===== src/design/oss_params.svh =====
/*
 * Constants for the output safe-state selector: sizes, reset values, timing.
 * Assumes the including file compiles it once; the guard protects against repeats.
 */
`ifndef OSS_PARAMS_SVH
`define OSS_PARAMS_SVH

// =====================================================================
// Sizes
`define OSS_NUM_OUTPUTS 4
`define OSS_LIMIT_WIDTH 16

// =====================================================================
// Reset values
`define OSS_OUT_RESET 1'b0

// =====================================================================
// Timing: the loss limit counts in ticks of one millisecond.
`define OSS_CLK_PERIOD_NS 8
`define OSS_TICK_NS 1000000
`define OSS_TICK_CYCLES (`OSS_TICK_NS / `OSS_CLK_PERIOD_NS)

`endif


===== src/design/oss_pkg.sv =====
/*
 * Types shared by the output safe-state selector and its loss timer.
 * Assumes nothing beyond a SystemVerilog compiler.
 */

// =====================================================================
// Controller mode and per-output safe-state action
package oss_pkg;

    typedef enum logic [1:0] {
        OSS_RUN     = 2'b00,
        OSS_PROGRAM = 2'b01,
        OSS_FAULT   = 2'b10
    } oss_mode_t;

    typedef enum logic [1:0] {
        OSS_HOLD = 2'b00,
        OSS_LOW  = 2'b01,
        OSS_HIGH = 2'b10
    } oss_action_t;

endpackage : oss_pkg


===== src/design/oss_loss_timer.sv =====
/*
 * Communication-loss timer: a millisecond tick divider and a saturating
 * count of ticks since communication was lost.
 * Assumes commOk and lossLimit are synchronous to core_clk.
 */
`timescale 1ns/1ps
`include "oss_params.svh"

module oss_loss_timer #(
    parameter int TICK_CYCLES = `OSS_TICK_CYCLES,
    parameter int LIMIT_W = `OSS_LIMIT_WIDTH
) (
    // Clock and reset
    input wire logic core_clk,
    input wire logic reset_n,
    // Link status and limit
    input wire logic commOk,
    input wire logic [LIMIT_W-1:0] lossLimit,
    // Result
    output logic expired
);
    import oss_pkg::*;

    localparam int CW = $clog2(TICK_CYCLES + 1);

    // =================================================================
    // Elaboration check
    if (TICK_CYCLES < 1 || LIMIT_W < 1) begin : g_bad
        $error("oss_loss_timer: TICK_CYCLES and LIMIT_W must be at least 1");
    end

    logic [CW-1:0] tickCnt, next_tickCnt;
    logic [LIMIT_W-1:0] elapsed, next_elapsed;
    logic next_expired;

    // =================================================================
    // Tick divider and elapsed count; both restart while the link is good,
    // so every loss is timed from its own start.
    always_comb begin
        next_tickCnt = tickCnt;
        next_elapsed = elapsed;
        if (commOk) begin
            next_tickCnt = '0;
            next_elapsed = '0;
        end else if (tickCnt == CW'(TICK_CYCLES - 1)) begin
            next_tickCnt = '0;
            if (elapsed != {LIMIT_W{1'b1}}) begin
                next_elapsed = elapsed + LIMIT_W'(1);
            end
        end else begin
            next_tickCnt = tickCnt + CW'(1);
        end
        // Strictly longer than the limit selects the extended set.
        next_expired = !commOk && (elapsed > lossLimit);
    end

    always_ff @(posedge core_clk) begin
        if (!reset_n) begin
            tickCnt <= '0;
            elapsed <= '0;
            expired <= 1'b0;
        end else begin
            tickCnt <= next_tickCnt;
            elapsed <= next_elapsed;
            expired <= next_expired;
        end
    end
endmodule : oss_loss_timer


===== src/design/oss_output_safe_select.sv =====
/*
 * Output safe-state selector: chooses the driven level of each discrete
 * output from normal control, program, fault, loss and force settings.
 * Assumes all inputs are synchronous to core_clk and configuration is static
 * or changes between cycles like any other input.
 */
`timescale 1ns/1ps
`include "oss_params.svh"

// Function
// - In program mode each output holds, goes low or goes high as configured.
// - In fault mode each output holds, goes low or goes high as configured.
// - On communication loss each output selects program or fault behaviour.
// - A loss lasting beyond the limit switches to the extended action set.
// - Every output has its own independent force function.
// - Force enable set drives the output from its force value.
module oss_output_safe_select #(
    parameter int NUM_OUTPUTS = `OSS_NUM_OUTPUTS,
    parameter int LIMIT_W = `OSS_LIMIT_WIDTH,
    parameter int TICK_CYCLES = `OSS_TICK_CYCLES
) (
    // Clock and reset
    input wire logic core_clk,
    input wire logic reset_n,
    // Owner controller status and data
    input wire oss_pkg::oss_mode_t ctrlMode,
    input wire logic commOk,
    input wire logic [NUM_OUTPUTS-1:0] normalData,
    // Safe-state configuration
    input wire oss_pkg::oss_action_t [NUM_OUTPUTS-1:0] progAction,
    input wire oss_pkg::oss_action_t [NUM_OUTPUTS-1:0] faultAction,
    input wire oss_pkg::oss_action_t [NUM_OUTPUTS-1:0] extAction,
    input wire logic [NUM_OUTPUTS-1:0] lossUseFault,
    input wire logic [LIMIT_W-1:0] lossLimit,
    // Force controls
    input wire logic [NUM_OUTPUTS-1:0] outputForceEnable,
    input wire logic [NUM_OUTPUTS-1:0] outputForceValue,
    // Outputs and status
    output logic [NUM_OUTPUTS-1:0] outData,
    output logic lossActive,
    output logic extActive
);
    import oss_pkg::*;

    // =================================================================
    // Elaboration check
    if (NUM_OUTPUTS < 1) begin : g_bad
        $error("oss_output_safe_select: NUM_OUTPUTS must be at least 1");
    end

    logic [NUM_OUTPUTS-1:0] ctrlData, next_ctrlData;
    logic [NUM_OUTPUTS-1:0] next_outData;
    logic next_lossActive;

    // Maps an action onto a level; hold keeps the pre-force level that control last gave.
    function automatic logic apply_action(input oss_action_t act, input logic held);
        logic lvl;
        lvl = held;
        case (act)
            OSS_LOW: lvl = 1'b0;
            OSS_HIGH: lvl = 1'b1;
            default: lvl = held;
        endcase
        return lvl;
    endfunction : apply_action

    // =================================================================
    // Loss timer; extActive comes from its flip-flop.
    oss_loss_timer #(
        .TICK_CYCLES(TICK_CYCLES),
        .LIMIT_W(LIMIT_W)
    ) u_timer (
        .core_clk(core_clk),
        .reset_n(reset_n),
        .commOk(commOk),
        .lossLimit(lossLimit),
        .expired(extActive)
    );

    // =================================================================
    // Per-output selection. The held state is the pre-force level, so a
    // force lifted during hold returns the output to what control last gave.
    for (genvar i = 0; i < NUM_OUTPUTS; i++) begin : g_out
        always_comb begin
            if (!commOk) begin
                if (extActive) begin
                    next_ctrlData[i] = apply_action(extAction[i], ctrlData[i]);
                end else if (lossUseFault[i]) begin
                    next_ctrlData[i] = apply_action(faultAction[i], ctrlData[i]);
                end else begin
                    next_ctrlData[i] = apply_action(progAction[i], ctrlData[i]);
                end
            end else begin
                case (ctrlMode)
                    OSS_RUN: next_ctrlData[i] = normalData[i];
                    OSS_PROGRAM: begin
                        next_ctrlData[i] = apply_action(progAction[i], ctrlData[i]);
                    end
                    // An undefined mode code is treated as a fault, the safer choice.
                    default: begin
                        next_ctrlData[i] = apply_action(faultAction[i], ctrlData[i]);
                    end
                endcase
            end
            // Force wins over every condition, one output at a time.
            if (outputForceEnable[i]) begin
                next_outData[i] = outputForceValue[i];
            end else begin
                next_outData[i] = next_ctrlData[i];
            end
        end
    end

    // =================================================================
    // Status next value.
    always_comb begin
        next_lossActive = !commOk;
    end

    // Registers for output levels and status.
    always_ff @(posedge core_clk) begin
        if (!reset_n) begin
            ctrlData <= {NUM_OUTPUTS{`OSS_OUT_RESET}};
            outData <= {NUM_OUTPUTS{`OSS_OUT_RESET}};
            lossActive <= 1'b0;
        end else begin
            ctrlData <= next_ctrlData;
            outData <= next_outData;
            lossActive <= next_lossActive;
        end
    end

    for (genvar i = 0; i < NUM_OUTPUTS; i++) begin : g_chk

    end
endmodule : oss_output_safe_select


===== config.mk =====
export PLATFORM = sky130hd
export DESIGN_NAME = oss_output_safe_select
export DESIGN_NICKNAME = d
export VERILOG_FILES = /design/src/design/oss_pkg.sv /design/src/design/oss_loss_timer.sv /design/src/design/oss_output_safe_select.sv
export VERILOG_INCLUDE_DIRS = /design/src /design/src/design
export SDC_FILE = /design/constraint.sdc
export NUM_CORES = 1
export LEC_CHECK = 0
export BUFFER_PORTS_ARGS = -buffer_cell sky130_fd_sc_hd__buf_2
export CAP_MARGIN = 15
export CORE_ASPECT_RATIO = 2
export CORE_MARGIN = 4
export CORE_UTILIZATION = 45
export CTS_CLUSTER_DIAMETER = 100
export DETAILED_ROUTE_END_ITERATION = 6
export MAX_ROUTING_LAYER = met4
export PLACE_DENSITY = 0.67
export SLEW_MARGIN = 10
export SYNTH_ARGS = -nofsm -noshare
export SYNTH_HDL_FRONTEND = slang
export SYNTH_HIERARCHICAL = 1
export SYNTH_SLANG_ARGS = --single-unit

===== constraint.sdc =====
create_clock -name core_clk -period 2.2 [get_ports core_clk]
set_input_delay 0.11 -clock core_clk [delete_from_list [all_inputs] [get_ports core_clk]]
set_output_delay 0.11 -clock core_clk [all_outputs]
set_load 0.005 [all_outputs]

==> reports/results.ini, run 1 <==
[run_status]
outcome=completed

[routing]
viasPerCell=5.311
wl_per_cell_um=13.57
drt_iter0_drc=84
drt_pre_antenna_iters=4
finalWirelength_um=6987
post-route-drc-count=0
ant_nets=0
route.vias.total=2735

[clocking]
cts.path.max_buffers=2
htreeDepth=2
clkTransAtPathRegs_ns=0.06
hold_buffers=0
ctsRootBufferMaster=clkbuf_16
numCtsBuffers=5
cts_tree=built
cts_sinks=43
clock_latency_ns=0.28

[flow_run]
maxCapViolations=0

[logic_synthesis]
synth_top_area_frac=0.3036
seq_area_frac_synth=0.3036
synthArstFlopShare=0
ys.flop_type=dfxtp_1
synth_top_cell_by_area=dfxtp_1
syn_inst=346
synthesis.nets=437
ys_ff_latch=43
yosys_warnings=6
synth_cell_type_count=48
synth_commonest_cells=43 x dfxtp_1, 39 x inv_1, 39 x nor2_1
syn_avg_cell_area_um2=8.194
synthTopCellsByArea=dfxtp_1 30%, ha_1 13%, inv_1 5.2%
synth-edff-count=0
yosysMostFrequentCell=dfxtp_1
syn-cell-area_mm2=0.002835

[die]
die_area_mm2=0.007711
num_io_pins=67
die_w_um=64.13
initial_core_util=0.4682
core_mm2=0.006056
placementRows=40
die_h_um=120.3

[worst_setup_path]
path_delay_family=simple AND/OR/NAND/NOR gates
path_buf_inv=2
max_stage_delay_ns=0.49
regToRegStartpoint=u_timer/tickCnt[8]
crit_fanout=5
timing.rr.end=u_timer/elapsed[4]
slowest_stage=or4_1
path_common_cell=buf_4
end_kind=flop
cp-start-kind=flop
required_ns=2.38
worstSetupPathType=flop to flop
crit_chain=nand4bb_1 -> or4_1 -> buf_4 -> nor4b_1 -> buf_4 -> a31oi_1 -> a41o_1
r2r_cells=7
crit_arrival_ns=2.29
regToRegSetupSlack_ns=0.09

[worst_hold_path]
holdPathEnd=outData[0]
hp-class=input pin to flop
hold_depth=2
hold_start=outputForceEnable[0]

[timing]
worstMarginPinSlew_ns=0.5285
slew_headroom=0.6386
setup_viol=0
tns_ns=0
fmax_mhz=473.3
period_minus_slack_ns=2.113
slew_violations=0
hold_viol=0
clock_skew_ns=0.005385
period_share=0.9603
rsz0062_at_grt=no

[placement]
io_buffers=66
gp_congestion=0.8609
dp_cells=505
hpwl_um=5763

[power]
p_leak_nw=1.609
vdd.ir_drop.worst_mv=0.4844
power_density_mw_per_mm2=556.3

[cells_and_area]
area_delta_synth_final_pct=26.74
layout-drive-gt1-share=0.2320
finalNetCount=521
instances_no_fill=515
antenna_cells=0

[grt]
antenna_found_initial=0
grt_usage=0.1938
grt_overflow_total=0
grt_pass1_wl_um=11690
grt_max_degree=19
grt_pass1_vias=2781

## repair_timing
action                                 CTS  global route
resized for setup                        0             1
setup buffers                            0             2
setup endpoints to repair                0             1
endpoints found under the hold margin    0             0
## registers in the layout, summed over array words and instances, names as in the netlist
| register | cells |
|---|---|
| u_timer/expired | 1 |
| lossActive | 1 |
| ctrlData | 4 |
| u_timer/elapsed | 16 |
| u_timer/tickCnt | 17 |
| outData | 4 |
## worst max-delay path by stage
stage                       startpoint             endpoint  slack [ns]  depth (start not counted)
global placement    u_timer/tickCnt[8]  u_timer/elapsed[13]        0.12                          6
global route        u_timer/tickCnt[8]   u_timer/elapsed[4]       0.001                          7
finish              u_timer/tickCnt[8]   u_timer/elapsed[4]        0.09                          7
CTS                 u_timer/tickCnt[8]  u_timer/elapsed[13]        0.08                          6
detailed placement  u_timer/tickCnt[8]  u_timer/elapsed[11]        0.09                          6
floorplan           u_timer/tickCnt[8]   u_timer/elapsed[8]        0.07                          8
## metrics by stage
stage	hold WS (ns)	instance area (um^2)	utilization	setup WS, ns	total power (W)
after CTS	0.01982	3575	0.5903	0.07796	0.002026
after floorplan	0.2131	2835	-	0.07052	0.0009669
final	0.02522	3593	0.5934	0.08734	0.001999
after global routing	0.02996	3593	0.5934	0.001007	0.002085
after global placement	0.3213	3382	0.5585	0.1189	0.001061
after detailed placement	0.3201	3382	0.5585	0.08804	0.001068
## layout by cell type (no fill, tap or decap), types with 2 or more instances in the layout
cell type and count:
mux2i_1 14, nor4b_1 2, nand2_1 18, or4_1 7
buf_4 19, inv_1 39, buf_2 66, xnor2_1 13
a211oi_1 6, or3_1 4, a21oi_1 20, bufinv_16 2
o21ai_0 6, a21o_1 3, clkbuf_16 5, xor2_1 6
and3_1 3, nand4b_1 2, mux2_2 3, o31ai_1 6
nor3_1 14, ha_1 30, nor4_1 5, nand4_1 12
nand3_1 8, nor2b_1 3, o22ai_1 2, a2111oi_0 4
nor3b_1 4, nor2_1 39, dfxtp_1 43, nand2b_1 3
## per-layer routing
metal,vias to the layer above,track usage,share of wire
met1,1238,0.1659,0.35
met5,-,-,0
li1,1412,-,-
met2,71,0.3876,0.57
met4,0,0.08477,0.028
met3,14,0.03717,0.050
## kinds of logic after synthesis
kind of cell               Yosys count  synth area share
and+or+nand+nor                    131            0.2414
adders and majority gates           30            0.1324
muxes                               18           0.06531
xor gates and xnor gates            19           0.05869
buffers and inverters               49           0.06708
DFF                                 43            0.3036
AOI/OAI and AO/OA                   56            0.1315
## final cells by class
cell class | instances | area [um^2]
well taps | 84 | 105.1
flip-flops and latches | 43 | 860.8
repair buffers | 87 | 504.2
clock buffers | 5 | 125.1
multi-input cells | 254 | 1784
clock inverters | 3 | 67.56
fillers | 567 | 2462
inverters | 39 | 146.4
## worst reg2reg max path: stages, from the launching register on
cell and delay [ns]:
dfxtp_1 0.31, nand4bb_1 0.18, or4_1 0.49, buf_4 0.17
nor4b_1 0.38, buf_4 0.20, a31oi_1 0.08, a41o_1 0.21
## where the power goes
part	internal, W	total [W]	switching (W)
clock network	0.000650	0.000951	0.000301
logic	0.000126	0.000243	0.000117
registers	0.000795	0.000805	0.00000987
total	0.00157	0.00200	0.000428
Note: power is estimated with default switching activity, not from simulation.
==> inputs of run 2 (changes only) <==
- ABC_AREA: not set -> 1
- PLACE_DENSITY: 0.67 -> 0.66
- RECOVER_POWER: not set -> 100
==> run 2 against run 1 <==
Effect of this change: via count is 17% higher; design area is 3.8% higher; total power is 13% lower; worst hold slack better by 0.058 ns; largest power group is now registers; critical path depth is 2 higher; worst setup slack better by 0.25 ns; synthesized cell count is 48% higher; utilization is 5.2 points lower; first-iteration DRC count is 69% higher; flip-flop and latch count stayed put.
==> reports/results.ini, run 2 <==
[run_status]
outcome=completed

[logic_synthesis]
synthesis.nets=604  ; +38%
synth_top_area_frac=0.2709  ; -0.03275
synth_cell_type_count=30  ; -38%
yosys_warnings=6  ; unchanged
yosysMostFrequentCell=nand2_1
syn-cell-area_mm2=0.003178  ; +12%
synth-edff-count=0  ; unchanged
synth_commonest_cells=140 x nand2_1, 97 x inv_1, 67 x nor2_1
syn_avg_cell_area_um2=6.195  ; -24%
ys_ff_latch=43  ; unchanged
seq_area_frac_synth=0.2709  ; -0.03275
synth_top_cell_by_area=dfxtp_1
synthArstFlopShare=0  ; unchanged
ys.flop_type=dfxtp_1
synthTopCellsByArea=dfxtp_1 27%, nand2_1 17%, ha_1 12%
syn_inst=513  ; +48%

[clocking]
cts_tree=built
cts_setup_buffers=0  ; unchanged
numCtsBuffers=5  ; unchanged
cts_sinks=43  ; unchanged
ctsRootBufferMaster=clkbuf_16
cts_resized=0  ; unchanged
cts.path.max_buffers=2  ; unchanged
hold_buffers=0  ; unchanged
clkTransAtPathRegs_ns=0.06  ; about the same
htreeDepth=2  ; unchanged
clock_latency_ns=0.28  ; about the same

[worst_setup_path]
regToRegStartpoint=u_timer/elapsed[0]
crit_chain=ha_1 -> nand2_1 -> nor2_2 -> nand4_2 -> clkbuf_2 -> nand3b_1 -> nand2_1 -> nand2_1 -> nor2_1
cp-start-kind=flop
worstSetupPathType=flop to flop
end_kind=flop
startpoint=u_timer/elapsed[0]
max_stage_delay_ns=0.39  ; -0.10 ns
required_ns=2.38  ; about the same
path_common_cell=nand2_1
crit_fanout=16  ; +11
slowest_stage=dfxtp_1
crit_arrival_ns=2.04  ; -0.25 ns

[grt]
antenna_found_initial=0  ; unchanged
grt_overflow_total=0  ; unchanged
grt_pass1_wl_um=12480  ; +6.7%
grt_max_degree=21  ; +2
grt_pass1_vias=3059  ; +10%
grt_usage=0.1925  ; -0.001309

[power]
seqPwrFrac=0.461  ; +0.058
clockPowerShare=0.409  ; -0.067
vdd.ir_drop.worst_mv=0.5157  ; +6.4%
power_switching_w=0.0004249  ; -0.70%
p_leak_nw=1.944  ; +21%
switching_share=0.2441  ; +0.03007
power_density_mw_per_mm2=466.5  ; -16%
power_frac_comb=0.131  ; +0.009
p_int_w=0.001316  ; -16%

[timing]
tns_ns=0  ; unchanged
fmax_mhz=536.7  ; +13%
worstMarginPinSlew_ns=0.7458  ; +0.2173 ns
slew_violations=0  ; unchanged
clock_skew_ns=0.005648  ; +0.0002625 ns
postLayoutSetupSlackWorst_ns=0.3368  ; +0.2494 ns
slew_headroom=0.5028  ; -0.1357
period_minus_slack_ns=1.863  ; -0.2494 ns
period_share=0.8469  ; -0.1134
rsz0062_at_grt=no
hold_viol=0  ; unchanged
setup_viol=0  ; unchanged

[routing]
wl_per_cell_um=11.23  ; -17%
finalWirelength_um=7591  ; +8.6%
drt_iter0_drc=142  ; +69%
viasPerCell=4.729  ; -11%
drt_pre_antenna_iters=4  ; unchanged
post-route-drc-count=0  ; unchanged
route.vias.total=3197  ; +17%
ant_nets=0  ; unchanged

[cells_and_area]
design_area_mm2=0.003731  ; +3.8%
antenna_cells=0  ; unchanged
regMostFlops=u_timer/tickCnt
final_common_cell=nand2_1
layout_common_cells=144 x nand2_1, 97 x inv_1, 67 x nor2_1
largest_reg_flops=17  ; unchanged
finalNetCount=676  ; +30%
fin_util=0.5418  ; -0.05160
top_regs=u_timer/tickCnt (17), u_timer/elapsed (16)
area_delta_synth_final_pct=17.40
layout-drive-gt1-share=0.1570  ; -0.07502

[flow_run]
maxCapViolations=0  ; unchanged

[worst_hold_path]
hp-class=input pin to flop
hold_start=outputForceEnable[1]

[die]
die_w_um=67.43  ; +5.1%
initial_core_util=0.4615  ; -0.006699
core_mm2=0.006887  ; +14%
die_area_mm2=0.008553  ; +11%
die_h_um=126.8  ; +5.5%
placementRows=43  ; +7.5%
num_io_pins=67  ; unchanged

[placement]
hpwl_um=6420  ; +11%
dpl-instance-area_mm2=0.003615  ; +6.9%
gp_congestion=0.8911  ; +3.5%
dp_slack_ns=0.4438  ; +0.3558 ns
io_buffers=66  ; unchanged

-- run 2: routing by layer --
metal,GRT usage,up-vias,wire length [um],share of wire
li1,-,1737,-,-
met1,0.1553,1379,2559,0.34
met2,0.4031,63,4486,0.59
met3,0.02391,18,339,0.045
met4,0.06699,0,205,0.027
met5,-,-,0,0
-- run 2: per-stage QoR --
step	instances	total power (W)	hold WS [ns]
4_1_cts	676	0.001768	0.09224
3_3_place_gp	668	0.001051	0.3820
2_1_floorplan	513	0.0009587	0.1824
6_report	676	0.001740	0.08292
5_1_grt	676	0.001832	0.09767
3_5_place_dp	668	0.001057	0.3811
-- run 2: cells by family after synthesis --
| group | after synthesis | share of synthesized area |
|---|---|---|
| and+or+nand+nor | 288 | 0.3917 |
| xor gates and xnor gates | 6 | 0.01654 |
| DFF | 43 | 0.2709 |
| adders and majority gates | 30 | 0.1181 |
| buffers and inverters | 105 | 0.1307 |
| AOI/OAI and AO/OA | 41 | 0.07205 |
-- run 2: power groups by stage --
stage	logic (W)	clock network (W)	registers [W]
after floorplan	0.000141	0	0.000818
after global placement	0.000233	0	0.000819
after detailed placement	0.000238	0	0.000819
after CTS	0.000239	0.000727	0.000801
after global routing	0.000267	0.000761	0.000803
final	0.000227	0.000712	0.000802
-- run 2: final cells by class --
cell class,instances,area [um^2]
clock buffers,6,128.9
clock inverters,2,12.51
fillers,717,3156
inverters,99,371.6
multi-input cells,365,1888
flip-flops and latches,43,860.8
well taps,90,112.6
repair buffers,71,356.6
-- run 2: worst paths after layout --
path | end | slack, ns | cells after the start
max | u_timer/elapsed[8] | 0.34 | 9
min | outData[1] | 0.08 | 3
max reg2reg | u_timer/elapsed[8] | 0.34 | 9
min reg2reg | u_timer/tickCnt[0] | 0.45 | 1
-- run 2: worst max-delay path, delay by kind of cell, from the launching register on --
family / cells / cell delay, ns
AND/OR/NAND/NOR: 7 / 0.83
flip-flops: 1 / 0.39
buffers and inverters: 1 / 0.32
adder cells (fa/ha/maj): 1 / 0.22
==> inputs of run 3 (changes only) <==
- PLACE_DENSITY: 0.66 -> 0.64
- clock period: 2.2 -> 1.8 ns (I/O delays scaled with it)
==> run 3 against run 2 <==
Effect of this change: die area did not move; utilization grew 1.2 points; worst hold slack worse by 0.013 ns; first-iteration DRC count shrank 27%; global-route usage is 1.4 points higher; critical path depth unchanged; total power up 22%; final cell count up 1.3%; wire length increased by 5.4%; largest power group unchanged; highest routed layer unchanged.
==> reports/results.ini, run 3 (synthesis gave the netlist of run 2 again) <==
[clocking]
cts.path.max_buffers=2  ; unchanged
htreeDepth=2  ; unchanged
clock_latency_ns=0.28  ; about the same
cts_tree=built
numCtsBuffers=5  ; unchanged
cts_sinks=43  ; unchanged
ctsRootBufferMaster=clkbuf_16
clkTransAtPathRegs_ns=0.06  ; about the same

[power]
power_density_mw_per_mm2=557.0  ; +19%
vdd.ir_drop.worst_mv=0.6151  ; +19%
p_leak_nw=2.001  ; +2.9%
power_w=0.002125  ; +22%

[worst_setup_path]
worst-path-stages=9  ; unchanged
crit_fanout=4  ; -12
cp-start-kind=flop
crit_chain=ha_1 -> nand2_1 -> nor2_2 -> clkbuf_2 -> nand3_1 -> nor2_1 -> nand3_1 -> nor2_1 -> nor2_1
path_delay_family=simple AND/OR/NAND/NOR gates
required_ns=1.98  ; -0.40 ns
crit_arrival_ns=1.82  ; -0.22 ns
crit_end=u_timer/elapsed[14]
timing.rr.end=u_timer/elapsed[14]
startpoint=u_timer/elapsed[1]
worstSetupPathType=flop to flop
r2r_cells=9  ; unchanged
path_buf_inv=1  ; unchanged
end_kind=flop
max_stage_delay_ns=0.38  ; about the same
regToRegStartpoint=u_timer/elapsed[1]
slowest_stage=dfxtp_1
regToRegSetupSlack_ns=0.15  ; -0.18 ns
path_common_cell=nor2_1

[timing]
setup_viol=0  ; unchanged
clock_skew_ns=0.004281  ; -0.001367 ns
tns_ns=0  ; unchanged
period_minus_slack_ns=1.646  ; -0.2174 ns
hold_viol=0  ; unchanged
rsz0062_at_grt=no
fmax_mhz=607.6  ; +13%
postLayoutSetupSlackWorst_ns=0.1541  ; -0.1826 ns
slew_headroom=0.7706  ; +0.2677
slew_violations=0  ; unchanged
period_share=0.9144  ; +0.06745
worstMarginPinSlew_ns=0.3441  ; -0.4016 ns

[die]
initial_core_util=0.4615  ; unchanged
placementRows=43  ; unchanged
num_io_pins=67  ; unchanged
die_area_mm2=0.008553  ; unchanged
die_h_um=126.8  ; unchanged
core_mm2=0.006887  ; unchanged
die_w_um=67.43  ; unchanged

[placement]
io_buffers=66  ; unchanged
hpwl_um=6673  ; +3.9%
dp_slack_ns=0.1580  ; -0.2858 ns
gp_congestion=0.8643  ; -3.0%

[cells_and_area]
finalNetCount=685  ; +1.3%
layout-drive-gt1-share=0.1714  ; +0.01443
regMostFlops=u_timer/tickCnt
final_common_cell=nand2_1
layout_common_cells=144 x nand2_1, 97 x inv_1, 67 x nor2_1
antenna_cells=0  ; unchanged
area_delta_synth_final_pct=20.04
top_regs=u_timer/tickCnt (17), u_timer/elapsed (16)
largest_reg_flops=17  ; unchanged

[flow_run]
maxCapViolations=0  ; unchanged

[grt]
grt_usage=0.2066  ; +0.01412
antenna_found_initial=0  ; unchanged
grt_overflow_total=0  ; unchanged
grt_pass1_vias=3230  ; +5.6%
grt_max_degree=21  ; unchanged
grt_pass1_wl_um=13180  ; +5.6%

[routing]
route.vias.total=3291  ; +2.9%
post-route-drc-count=0  ; unchanged
drt_pre_antenna_iters=4  ; unchanged
ant_nets=0  ; unchanged
drt_iter0_drc=104  ; -27%
viasPerCell=4.804  ; +1.6%
wl_per_cell_um=11.68  ; +4.1%
finalWirelength_um=8004  ; +5.4%

[run_status]
outcome=completed

[worst_hold_path]
hp-class=input pin to flop

[run 3: final cells by class]
cell class / instances / area [um^2]
Clock inverter: 1 / 5.005
Multi-Input combinational cell: 365 / 1899
Sequential cell: 43 / 860.8
Fill cell: 746 / 3072
Tap cell: 90 / 112.6
Inverter: 99 / 371.6
Timing Repair Buffer: 80 / 432.9
Clock buffer: 7 / 132.6
[run 3: worst reg2reg max path, stage by stage (launching register included)]
cell      delay [ns]
dfxtp_1         0.38
ha_1            0.22
nand2_1         0.09
nor2_2          0.16
clkbuf_2        0.18
nand3_1         0.14
nor2_1          0.13
nand3_1         0.10
nor2_1          0.09
nor2_1          0.05
[run 3: worst min-delay path by stage]
stage                         startpoint          to  slack [ns]  depth (start not counted)
global placement    outputForceEnable[0]  outData[0]        0.36                          3
CTS                 outputForceEnable[0]  outData[0]        0.06                          3
detailed placement  outputForceEnable[0]  outData[0]        0.36                          3
global route        outputForceEnable[0]  outData[0]        0.07                          3
finish              outputForceEnable[3]  outData[3]        0.07                          3
floorplan                         commOk  lossActive        0.16                          1
[run 3: repair_timing]
action,in CTS,in global routing
setup buffers,0,0
endpoints found under the setup margin,0,4
hold buffers,0,0
gates resized for setup,0,2
[run 3: metal layers]
metal | up-vias | wire length, um | GRT usage
met5 | - | 0 | -
met4 | 0 | 387 | 0.1196
li1 | 1760 | - | -
met2 | 83 | 4568 | 0.4031
met1 | 1421 | 2673 | 0.1716
met3 | 27 | 374 | 0.02746
[run 3: through the flow]
stage / cells / hold slack [ns] / area [um^2] / util
final: 685 / 0.06963 / 3815 / 0.5540
after floorplan: 513 / 0.1624 / 3178 / -
after global routing: 685 / 0.06866 / 3815 / 0.5540
after detailed placement: 677 / 0.3635 / 3695 / 0.5365
after global placement: 677 / 0.3595 / 3695 / 0.5365
after CTS: 685 / 0.06192 / 3832 / 0.5565
[run 3: power breakdown]
group	internal, W	switching [W]	total (W)
combinational	0.000127	0.000152	0.000279
sequential	0.000970	0.00000932	0.000980
clock	0.000513	0.000354	0.000866
